`src/bpm_params.svh`:
```
// constants for the battery power manager
`ifndef BPM_PARAMS_SVH
`define BPM_PARAMS_SVH
`define BPM_CLK_HZ 40000000
`define BPM_SEC_CYCLES (`BPM_CLK_HZ)
`define BPM_HOLD_SEC 30
`define BPM_STEP_SEC 10
`define BPM_WARN_SEC 300
`define BPM_INST_STEP_DB 3
`define BPM_AVG_MAX_STEPS 18
`define BPM_INST_MAX_STEPS 2
`define BPM_POR_DELAY_RST 8'h02
`define BPM_ADDR_CTRL 12'h000
`define BPM_ADDR_DELAY 12'h004
`define BPM_ADDR_STATUS 12'h008
`define BPM_ADDR_GAIN 12'h00c
`endif

```
`src/bpm_pkg.sv`:
```
// types for the battery power manager
package bpm_pkg;
   typedef enum logic [1:0] {
      BPM_SCHEME_SHALLOW,
      BPM_SCHEME_DEEP,
      BPM_SCHEME_ADV,
      BPM_SCHEME_RSVD
   } bpm_scheme_e;
endpackage : bpm_pkg

```
`src/bpm_power_manager.sv`:
```
// low-supply power manager with apb registers
// Summary of operation
// three schemes select mute and recovery behaviour
// audio off, buttons ignored during power delay
// shallow: mute below 0.95, unmute above 1.1
// shallow: logic brownout resets, off until 1.1
// shallow: stayed above 0.6 resumes last memory
// shallow: fell below 0.6 restarts memory A
// deep: mute below 0.95 until 0.6 reset
// deep: after reset memory A, run above 1.1
// advanced: instant dip adds 3 dB cut
// 30 s hold-off after each instant cut
// second dip gives 6 dB, two steps max
// period above 1.1 clears instant cut
// two steps, period above 1.0 gives 3 dB
// average low: 1 dB per 10 s, mute at 18
// average high: unmute, restore 1 dB per 10 s
// no average action between 0.95 and 1.1
// instant and average cuts kept separately, summed
// advanced: shutdown reset, recover like shallow
// low-battery warning pulse on threshold crossing
// warning repeats every five minutes
// monitor supplies synchronous threshold flags
// timers run from a divided seconds tick
`timescale 1ns/1ps
`default_nettype none
`include "bpm_params.svh"
module bpm_power_manager
   import bpm_pkg::*;
#(
   parameter int unsigned SEC_CYCLES = `BPM_SEC_CYCLES
) (
   input wire logic clk,
   input wire logic srst,
   input wire logic [31:0] paddr,
   input wire logic psel,
   input wire logic penable,
   input wire logic pwrite,
   input wire logic [31:0] pwdata,
   input wire logic [3:0] pstrb,
   output logic [31:0] prdata,
   output logic pready,
   output logic pslverr,
   input wire logic inst_below_095,
   input wire logic inst_below_100,
   input wire logic inst_above_110,
   input wire logic avg_below_095,
   input wire logic avg_above_110,
   input wire logic below_ramp_down,
   input wire logic below_060,
   input wire logic below_low_batt,
   input wire logic button_in,
   output logic audio_mute_q,
   output logic [4:0] gain_cut_db_q,
   output logic hw_reset_q,
   output logic restore_mem_a_q,
   output logic button_out_q,
   output logic low_batt_event_q
);
   // monitor flags are synchronous to clk, so they are used directly
   bpm_scheme_e scheme_q;
   logic [7:0] delay_sec_q;
   logic [7:0] delay_cnt_q;
   logic por_done_q;
   logic low_mute_q;
   logic in_reset_q;
   logic deep_fell_q;
   logic [1:0] inst_steps_q;
   logic [4:0] avg_steps_q;
   logic [4:0] hold_cnt_q;
   // low while the instant hold-off runs, high once monitoring periods run
   logic monitor_q;
   logic period_min110_q;
   logic period_min100_q;
   logic [3:0] step_cnt_q;
   logic [8:0] warn_cnt_q;
   logic warn_armed_q;
   logic sec_tick;

   bpm_sec_tick #(.CYCLES(SEC_CYCLES)) u_tick (
      .clk(clk),
      .srst(srst),
      .tick(sec_tick)
   );

   // apb decode; zero-wait slave, one-cycle access phase
   wire logic apb_access = psel && penable;
   wire logic apb_wr = apb_access && pwrite;
   wire logic [11:0] reg_addr = paddr[11:0];
   wire logic hit_ctrl = reg_addr == `BPM_ADDR_CTRL;
   wire logic hit_delay = reg_addr == `BPM_ADDR_DELAY;
   wire logic hit_status = reg_addr == `BPM_ADDR_STATUS;
   wire logic hit_gain = reg_addr == `BPM_ADDR_GAIN;
   wire logic hit_any = hit_ctrl || hit_delay || hit_status || hit_gain;
   wire logic [31:0] rd_mux =
      hit_ctrl ? {30'h0, scheme_q} :
      hit_delay ? {24'h0, delay_sec_q} :
      hit_status ? {26'h0, warn_armed_q, in_reset_q, low_mute_q, por_done_q,
                    inst_steps_q} :
      hit_gain ? {22'h0, avg_steps_q, gain_cut_db_q} : 32'h0;

   // derived supply conditions
   wire logic is_adv = scheme_q == BPM_SCHEME_ADV;
   wire logic is_deep = scheme_q == BPM_SCHEME_DEEP;
   wire logic reset_cond = is_deep ? below_060 : below_ramp_down;
   // deep keeps waiting for 0.6 V before reset is allowed to end
   wire logic leave_reset = inst_above_110 && (!is_deep || deep_fell_q);
   // the hold-off ignores dips; a monitoring period takes them unless two steps are already held
   wire logic hold_active = hold_cnt_q != 5'h0 && !monitor_q;
   wire logic inst_dip = is_adv && !in_reset_q && !avg_below_095 && inst_below_095 &&
                         !hold_active && inst_steps_q < `BPM_INST_MAX_STEPS;
   wire logic period_end = sec_tick && hold_cnt_q == 5'h1;
   wire logic avg_step_now = sec_tick && step_cnt_q == 4'h1;
   wire logic avg_cut = is_adv && avg_below_095 &&
                        avg_steps_q < `BPM_AVG_MAX_STEPS;
   wire logic avg_restore = is_adv && avg_above_110 && avg_steps_q != 5'h0;
   wire logic [4:0] inst_db = 5'(inst_steps_q * `BPM_INST_STEP_DB);
   wire logic [4:0] total_cut = 5'(inst_db + avg_steps_q);
   wire logic mute_now = !por_done_q || in_reset_q || low_mute_q ||
                         (is_adv && !avg_above_110 &&
                          avg_steps_q == `BPM_AVG_MAX_STEPS);

   always_ff @(posedge clk) begin
      if (srst) begin
         pready <= 1'b0;
         pslverr <= 1'b0;
         prdata <= 32'h0;
      end else begin
         pready <= psel && !penable;
         pslverr <= psel && !penable && !hit_any;
         prdata <= (psel && !penable && !pwrite) ? rd_mux : 32'h0;
      end
   end

   // settings; scheme steers all low-supply behaviour except the low-battery warning
   always_ff @(posedge clk) begin
      if (srst) begin
         scheme_q <= BPM_SCHEME_SHALLOW;
         delay_sec_q <= `BPM_POR_DELAY_RST;
      end else if (apb_wr && pstrb[0]) begin
         if (hit_ctrl && bpm_scheme_e'(pwdata[1:0]) != BPM_SCHEME_RSVD)
            scheme_q <= bpm_scheme_e'(pwdata[1:0]);
         if (hit_delay)
            delay_sec_q <= pwdata[7:0];
      end
   end

   // power-on delay, restarted by each hardware reset
   always_ff @(posedge clk) begin
      if (srst || in_reset_q) begin
         delay_cnt_q <= 8'h0;
         por_done_q <= 1'b0;
      end else if (!por_done_q) begin
         if (delay_cnt_q >= delay_sec_q)
            por_done_q <= 1'b1;
         else if (sec_tick)
            delay_cnt_q <= delay_cnt_q + 8'h1;
      end
   end

   // button gate: presses dropped until delay over; button_in is pre-synchronised
   always_ff @(posedge clk) begin
      if (srst)
         button_out_q <= 1'b0;
      else
         button_out_q <= button_in && por_done_q && !in_reset_q;
   end

   // low-supply mute and hardware reset
   always_ff @(posedge clk) begin
      if (srst) begin
         low_mute_q <= 1'b0;
         in_reset_q <= 1'b0;
         deep_fell_q <= 1'b0;
         restore_mem_a_q <= 1'b1;
      end else if (in_reset_q) begin
         if (below_060) begin
            deep_fell_q <= 1'b1;
            restore_mem_a_q <= 1'b1;
         end
         if (leave_reset && !below_060) begin
            in_reset_q <= 1'b0;
            low_mute_q <= 1'b0;
            deep_fell_q <= 1'b0;
         end
      end else if (reset_cond) begin
         in_reset_q <= 1'b1;
         restore_mem_a_q <= below_060;
         deep_fell_q <= below_060;
      end else if (!is_adv) begin
         if (inst_below_095)
            low_mute_q <= 1'b1;
         else if (inst_above_110 && !is_deep)
            low_mute_q <= 1'b0;
      end else begin
         low_mute_q <= 1'b0;
         if (por_done_q)
            restore_mem_a_q <= 1'b0;
      end
   end

   // instant cuts: 30 s hold-off, then back-to-back 30 s monitoring periods
   always_ff @(posedge clk) begin
      if (srst || in_reset_q || !is_adv) begin
         inst_steps_q <= 2'h0;
         hold_cnt_q <= 5'h0;
         monitor_q <= 1'b0;
         period_min110_q <= 1'b1;
         period_min100_q <= 1'b1;
      end else if (inst_dip) begin
         inst_steps_q <= inst_steps_q + 2'h1;
         hold_cnt_q <= 5'(`BPM_HOLD_SEC);
         monitor_q <= 1'b0;
         period_min110_q <= 1'b1;
         period_min100_q <= 1'b1;
      end else if (inst_steps_q != 2'h0) begin
         if (period_end) begin
            // end of hold-off opens monitoring; end of a period judges its minimum
            if (monitor_q && period_min110_q && inst_above_110)
               inst_steps_q <= 2'h0;
            else if (monitor_q && inst_steps_q == 2'h2 && period_min100_q && !inst_below_100)
               inst_steps_q <= 2'h1;
            hold_cnt_q <= 5'(`BPM_HOLD_SEC);
            monitor_q <= 1'b1;
            period_min110_q <= 1'b1;
            period_min100_q <= 1'b1;
         end else begin
            if (sec_tick)
               hold_cnt_q <= hold_cnt_q - 5'h1;
            if (!inst_above_110)
               period_min110_q <= 1'b0;
            if (inst_below_100)
               period_min100_q <= 1'b0;
         end
      end
   end

   // average cuts every 10 s
   always_ff @(posedge clk) begin
      if (srst || in_reset_q || !is_adv) begin
         avg_steps_q <= 5'h0;
         step_cnt_q <= 4'(`BPM_STEP_SEC);
      end else if (!(avg_cut || avg_restore)) begin
         step_cnt_q <= 4'(`BPM_STEP_SEC);
      end else if (avg_step_now) begin
         step_cnt_q <= 4'(`BPM_STEP_SEC);
         if (avg_cut)
            avg_steps_q <= avg_steps_q + 5'h1;
         else
            avg_steps_q <= avg_steps_q - 5'h1;
      end else if (sec_tick) begin
         step_cnt_q <= step_cnt_q - 4'h1;
      end
   end

   // outputs; average unmute comes at once when the average recovers, before any restore
   always_ff @(posedge clk) begin
      if (srst) begin
         audio_mute_q <= 1'b1;
         gain_cut_db_q <= 5'h0;
         hw_reset_q <= 1'b0;
      end else begin
         audio_mute_q <= mute_now;
         gain_cut_db_q <= total_cut;
         hw_reset_q <= in_reset_q;
      end
   end

   // low-battery warning, repeated every five minutes
   always_ff @(posedge clk) begin
      if (srst || in_reset_q) begin
         warn_armed_q <= 1'b0;
         warn_cnt_q <= 9'h0;
         low_batt_event_q <= 1'b0;
      end else if (!warn_armed_q) begin
         low_batt_event_q <= below_low_batt && por_done_q;
         warn_armed_q <= below_low_batt && por_done_q;
         warn_cnt_q <= 9'(`BPM_WARN_SEC);
      end else if (sec_tick && warn_cnt_q == 9'h1) begin
         low_batt_event_q <= 1'b1;
         warn_cnt_q <= 9'(`BPM_WARN_SEC);
      end else begin
         low_batt_event_q <= 1'b0;
         if (sec_tick)
            warn_cnt_q <= warn_cnt_q - 9'h1;
      end
   end
endmodule : bpm_power_manager
`default_nettype wire

```
`src/bpm_sec_tick.sv`:
```
// divider making a one-cycle pulse per second
`timescale 1ns/1ps
`default_nettype none
module bpm_sec_tick #(
   parameter int unsigned CYCLES = 40000000
) (
   input wire logic clk,
   input wire logic srst,
   output logic tick
);
   logic [31:0] cnt_q;
   always_ff @(posedge clk) begin
      if (srst) begin
         cnt_q <= 32'h0;
         tick <= 1'b0;
      end else if (cnt_q == CYCLES - 1) begin
         cnt_q <= 32'h0;
         tick <= 1'b1;
      end else begin
         cnt_q <= cnt_q + 32'h1;
         tick <= 1'b0;
      end
   end
endmodule : bpm_sec_tick
`default_nettype wire

```
`config.mk`:
```
export PLATFORM = sky130hd
export DESIGN_NAME = bpm_power_manager
export DESIGN_NICKNAME = d
export VERILOG_FILES = /design/src/bpm_pkg.sv /design/src/bpm_power_manager.sv /design/src/bpm_sec_tick.sv
export VERILOG_INCLUDE_DIRS = /design/src
export SDC_FILE = /design/constraint.sdc
export NUM_CORES = 1
export LEC_CHECK = 0
export BUFFER_PORTS_ARGS = -buffer_cell sky130_fd_sc_hd__clkbuf_2
export CAP_MARGIN = 20
export CORE_UTILIZATION = 50
export DETAILED_ROUTE_END_ITERATION = 6
export PLACE_DENSITY = 0.75
export RECOVER_POWER = 100
export SLEW_MARGIN = 20
export SYNTH_ARGS = -nofsm -noshare
export SYNTH_HDL_FRONTEND = slang
export SYNTH_SLANG_ARGS = --single-unit
```
`constraint.sdc`:
```
create_clock -name clk -period 6.5 [get_ports clk]
set_input_delay 0.65 -clock clk [delete_from_list [all_inputs] [get_ports clk]]
set_output_delay 0.65 -clock clk [all_outputs]
set_load 0.02 [all_outputs]
```
* After elaboration in Yosys (flattened, before gate mapping)
Index checks and enable logic that the tools add are counted. W data, S select, Z words.
Word-level totals: input bits 82, logic and storage cells 205, flip-flop bits (word level) 128, output and inout bits 44
Cells by class: reductions and logical operators 91, $add $sub $neg 9, equality and inequality tests 18, magnitude comparators 3, mux-type cells 45, $mul 1, bitwise logic cells 6
Operator list (count):
- $logic_and A1 B1 Y1 | 33
- $add A32 B1 Y32 const B | 1
- $eq A32 B26 Y1 const B | 1
- $mux W1 | 28
- $mux W9 | 3
- $mux W5 | 5
- $eq A12 B4 Y1 const B | 2
- $mux W8 | 3
- $reduce_and A2 Y1 | 9
- $logic_not A1 Y1 | 13
- $eq A12 B3 Y1 const B | 1
- $logic_not A12 Y1 | 1
- $mux W2 | 6
- $reduce_and A3 Y1 | 4
- $reduce_bool A2 Y1 | 6
- $reduce_bool A3 Y1 | 4
- $logic_or A1 B1 Y1 | 10
- $reduce_bool A5 Y1 | 2
- $sub A5 B1 Y5 const B | 2
- $eq A9 B1 Y1 const B | 1
- $reduce_or A3 Y1 | 3
- $sub A9 B1 Y9 const B | 1
- $add A8 B1 Y8 const B | 1
- $ge A8 B8 Y1 | 1
- 21 further kinds | 32

* Logic depth before layout (Yosys ltp)
depth after elaboration 9, gate-level depth with buffers 9, gate-level depth less buffers 9

* By module
Synthesis repeated with hierarchy kept, for this count alone.
Second synthesis, totals: cell total of the unflattened synthesis 636, area, all modules 5519.0 um2
Modules (own cells, without submodules):
- bpm_power_manager | sequential area each 1461.4 um2, cells an instance 442, area each 3865.0 um2, instances 1
- bpm_sec_tick | sequential area each 660.6 um2, cells an instance 194, area each 1654.1 um2, instances 1

* Worst setup path after synthesis
Ideal clock, no wire load.
path kind reg2reg, start register avg_steps_q[1], end register avg_steps_q[4], stages on the path, launching flop included 10, path buffers 0, setup time 0.072 ns, clock period less this slack 2.208 ns, data required time 6.428 ns, path slack 4.292 ns, arrival time 2.136 ns, cell sequence dfxtp_1 nor3_1 o21ai_0 nand2b_1 fa_1 a21o_1 a21oi_1 nor2_1 o21ai_0 mux2i_1
On the way: longest elaborated chain between the ends 4, elaborated cells between the ends (all ways) 9, classes of those cells add/sub: 2; order compare: 1; mux: 1; reduce/logical: 5
Ends and longest elaborated chain:
- from (decl) | line bpm_power_manager.sv:69 | logic [4:0] avg_steps_q;
- from (signal assigned) | line bpm_power_manager.sv:248 | avg_steps_q <= avg_steps_q + 5'h1;
- from (signal assigned) | line bpm_power_manager.sv:250 | avg_steps_q <= avg_steps_q - 5'h1;
- $lt A5 B5 Y1 (no source line) or $reduce_bool A5 Y1 (tied branches)
- $logic_and A1 B1 Y1 (on tied branches)
- $logic_or A1 B1 Y1 | line bpm_power_manager.sv:243 | end else if (!(avg_cut || avg_restore)) begin
- $reduce_and A2 Y1 (no source line)
Several ways; a longest one is shown, not always the timed one. A chain may end at the register's enable or synchronous reset.

* Worst setup path after layout
start input srst, end register u_tick.cnt_q[19]
On the way: longest elaborated chain between the ends 1
Ends and longest elaborated chain:
- from (decl) | line bpm_power_manager.sv:34 | input wire logic srst,
- $reduce_or A2 Y1 (no source line)
- to (signal assigned) | line bpm_sec_tick.sv:20 | cnt_q <= cnt_q + 32'h1;
- to (decl) | line bpm_sec_tick.sv:11 | logic [31:0] cnt_q;
Every way passes these cells.

==> flow_metrics.py <==
metrics = {
    "status": {
        "status": "complete, no violations",
    },
    "synthesis": {
        "async_flop_share": 0,
        "yosysUniqueCellTypes": 66,
        "syn_inst": 621,
        "ys.flop_type": "dfxtp_1",
        "synth_enable_flop_cells": 0,
        "syn_avg_cell_area_sq_um": 8.75,
        "yosysWarnings": 0,
        "synth-seq-area-share": 0.390,
        "synth_area_sq_um": 5440,
        "ys_ff_latch": 106,
    },
    "power": {
        "vdd_drop_max_mv": 0.111,
        "p_leak_nw": 2.23,
        "p_per_area_nw_per_um2": 189,
        "p_total_mw": 1.10,
    },
    "floorplan": {
        "fp-row-count": 37,
        "io_pins": 126,
        "die_h_microns": 106,
        "die-area_sq_um": 11300,
        "die_x_microns": 106,
        "initial_core_util": 0.522,
        "core-area_sq_um": 10400,
    },
    "clocking": {
        "cts_tree": "yes",
        "post-cts-setup-buffers": 0,
        "cts_buffer_depth": 2,
        "clkSinkCount": 106,
        "cts_resized": 0,
        "clockRootBuffer": "clkbuf_8",
        "clkLatencyLatePin_ns": 0.37,
        "clkTransAtPathRegs_ns": 0.10,
        "htreeDepth": 3,
        "cts_hold_buf": 0,
        "numCtsBuffers": 9,
    },
    "worst_setup_path": {
        "required_ns": 6.73,
        "cp-end-kind": "register",
        "crit_path_max_fanout": 30,
        "start_kind": "input pin",
        "arrival_ns": 3.18,
        "critical_path_class": "in -> reg",
    },
    "cells_and_area": {
        "post-route-util": 0.560,
        "drive_above_1_share": 0.0814,
        "mostFrequentLayoutCells": "106 x dfxtp_1, 77 x nor2_1, 50 x nand2_1",
        "diodes": 0,
        "n_fill_cell": 969,
        "regArea_sq_um": 2120,
        "nets": 783,
        "synthToLayoutAreaGrowth_pct": 7.37,
        "multi_input_area_sq_um": 2980,
        "mostFrequentLayoutCell": "dfxtp_1",
    },
    "drt": {
        "finalWirelength_mm": 11.3,
        "detail-route-antenna-nets": 0,
        "avgViaCountPerCell": 5.49,
        "wire_per_inst_microns": 13.9,
        "first_pass_iters": 4,
        "dr.first_iter.drc_count": 151,
        "drc": 0,
        "vias": 4458,
    },
    "sta": {
        "timing.final.crit_share": 0.454,
        "fin_skew_ns": 0.0122,
        "worst_pin_slew_ns": 1.38,
        "rsz0062_at_grt": "no",
        "layout_setup_ws_ns": 3.55,
        "finalSetupViolCount": 0,
        "slew_viol_final": 0,
        "setup_tns_ns": 0,
        "slew_headroom": 0.0801,
        "fmax_ghz": 0.339,
        "hold_viol_final": 0,
        "min_period_ns": 2.95,
    },
    "placement": {
        "portBuffers": 56,
        "dp_slack_ns": 3.78,
        "gp_congestion": 0.891,
        "place_hpwl_mm": 8.41,
    },
    "global_route": {
        "grt_max_degree": 31,
        "antenna_found_initial": 0,
        "grt.total_usage": 0.212,
        "grt_first_pass_wirelength_mm": 19.3,
        "overflow": 0,
        "grt_pass1_vias": 4282,
    },
    "flow_run": {
        "cap_violations": 0,
    },
    "worst_hold_path": {
        "hp-class": "reg -> reg",
    },
}
[critical path, stage by stage]
cell and delay [ns]:
clkbuf_1 0.98, inv_1 0.31, o31ai_1 0.32, clkbuf_1 0.76
nor2_1 0.13
[synthesized netlist by cell type (6+ instances only)]
library cell    n  area (sq um)
dfxtp_1       106          2120
nor2_1         77           289
nand2_1        49           184
inv_1          34           128
a21oi_1        27           135
ha_1           27           338
xnor2_1        27           236
buf_4          22           165
nand3_1        22           110
o21ai_0        21           105
xor2_1         19           166
nor4_1         16           100
nor3_1         15          75.1
nand4_1        14          87.6
clkbuf_1       11          41.3
mux2i_1        11           110
nand2b_1       10          62.6
nor2b_1        10          62.6
nor4b_1         8          70.1
and2_1          7          43.8
and3_1          6          37.5
[worst paths after layout]
path,startpoint,end,slack [ns],cells past startpoint
hold / removal,period_min110_q,period_min110_q,0.47,2
hold reg to reg,period_min110_q,period_min110_q,0.47,2
setup / recovery,srst,u_tick.cnt_q[19],3.55,5
setup reg to reg,u_tick.cnt_q[0],u_tick.cnt_q[19],3.55,6
[per-stage QoR]
stage / hold WS (ns) / std cells / cell area (sq um)
6_report: 0.471 / 812 / 5840
5_1_grt: 0.496 / 812 / 5840
4_1_cts: 0.469 / 811 / 5890
3_5_place_dp: 0.454 / 795 / 5710
3_3_place_gp: 0.443 / 795 / 5710
2_1_floorplan: 0.426 / 642 / 5510
[layer usage]
metal  GRT usage  wire, microns  part of all wire  up-vias
li1            -              -                 -     2223
met1       0.254           5100              0.45     2120
met2       0.370           5440              0.48       99
met3      0.0521            518             0.046       16
met4      0.0685            199             0.018        0
met5           0              0                 0        -
[sequential cells by signal (all words and copies together), names as in the netlist, 2 cells and up]
register	cells
inst_steps_q	2
step_cnt_q	4
u_tick.cnt_q	32
delay_sec_q	8
hold_cnt_q	5
delay_cnt_q	8
warn_cnt_q	9
avg_steps_q	5
gain_cut_db_q	5
prdata	10
scheme_q	2
[final cells by class]
cell class	instances	share of cell area
clock buffers	13	0.0272
clock inverters	3	0.00407
inverters	34	0.0219
multi-input cells	463	0.510
flip-flops and latches	106	0.364
well taps	136	0.0292
repair buffers	57	0.0437
[logic make-up (layout without fill, tap and decap cells)]
group           after synthesis  in the layout  share of synthesized area
compound gates               85             85                      0.105
xor+xnor                     46             46                     0.0741
fa+ha+maj                    31             31                     0.0750
buf+inv                      73            107                     0.0702
flops                       106            106                      0.390
mux                          13             13                     0.0285
other cells                   1             22                   0.000690
simple gates                266            266                      0.256
[power breakdown]
part	internal [mW]	switching (mW)
combinational	0.0197	0.0418
sequential	0.655	0.00613
clock	0.162	0.220
Power figures use the tool's default switching activity.
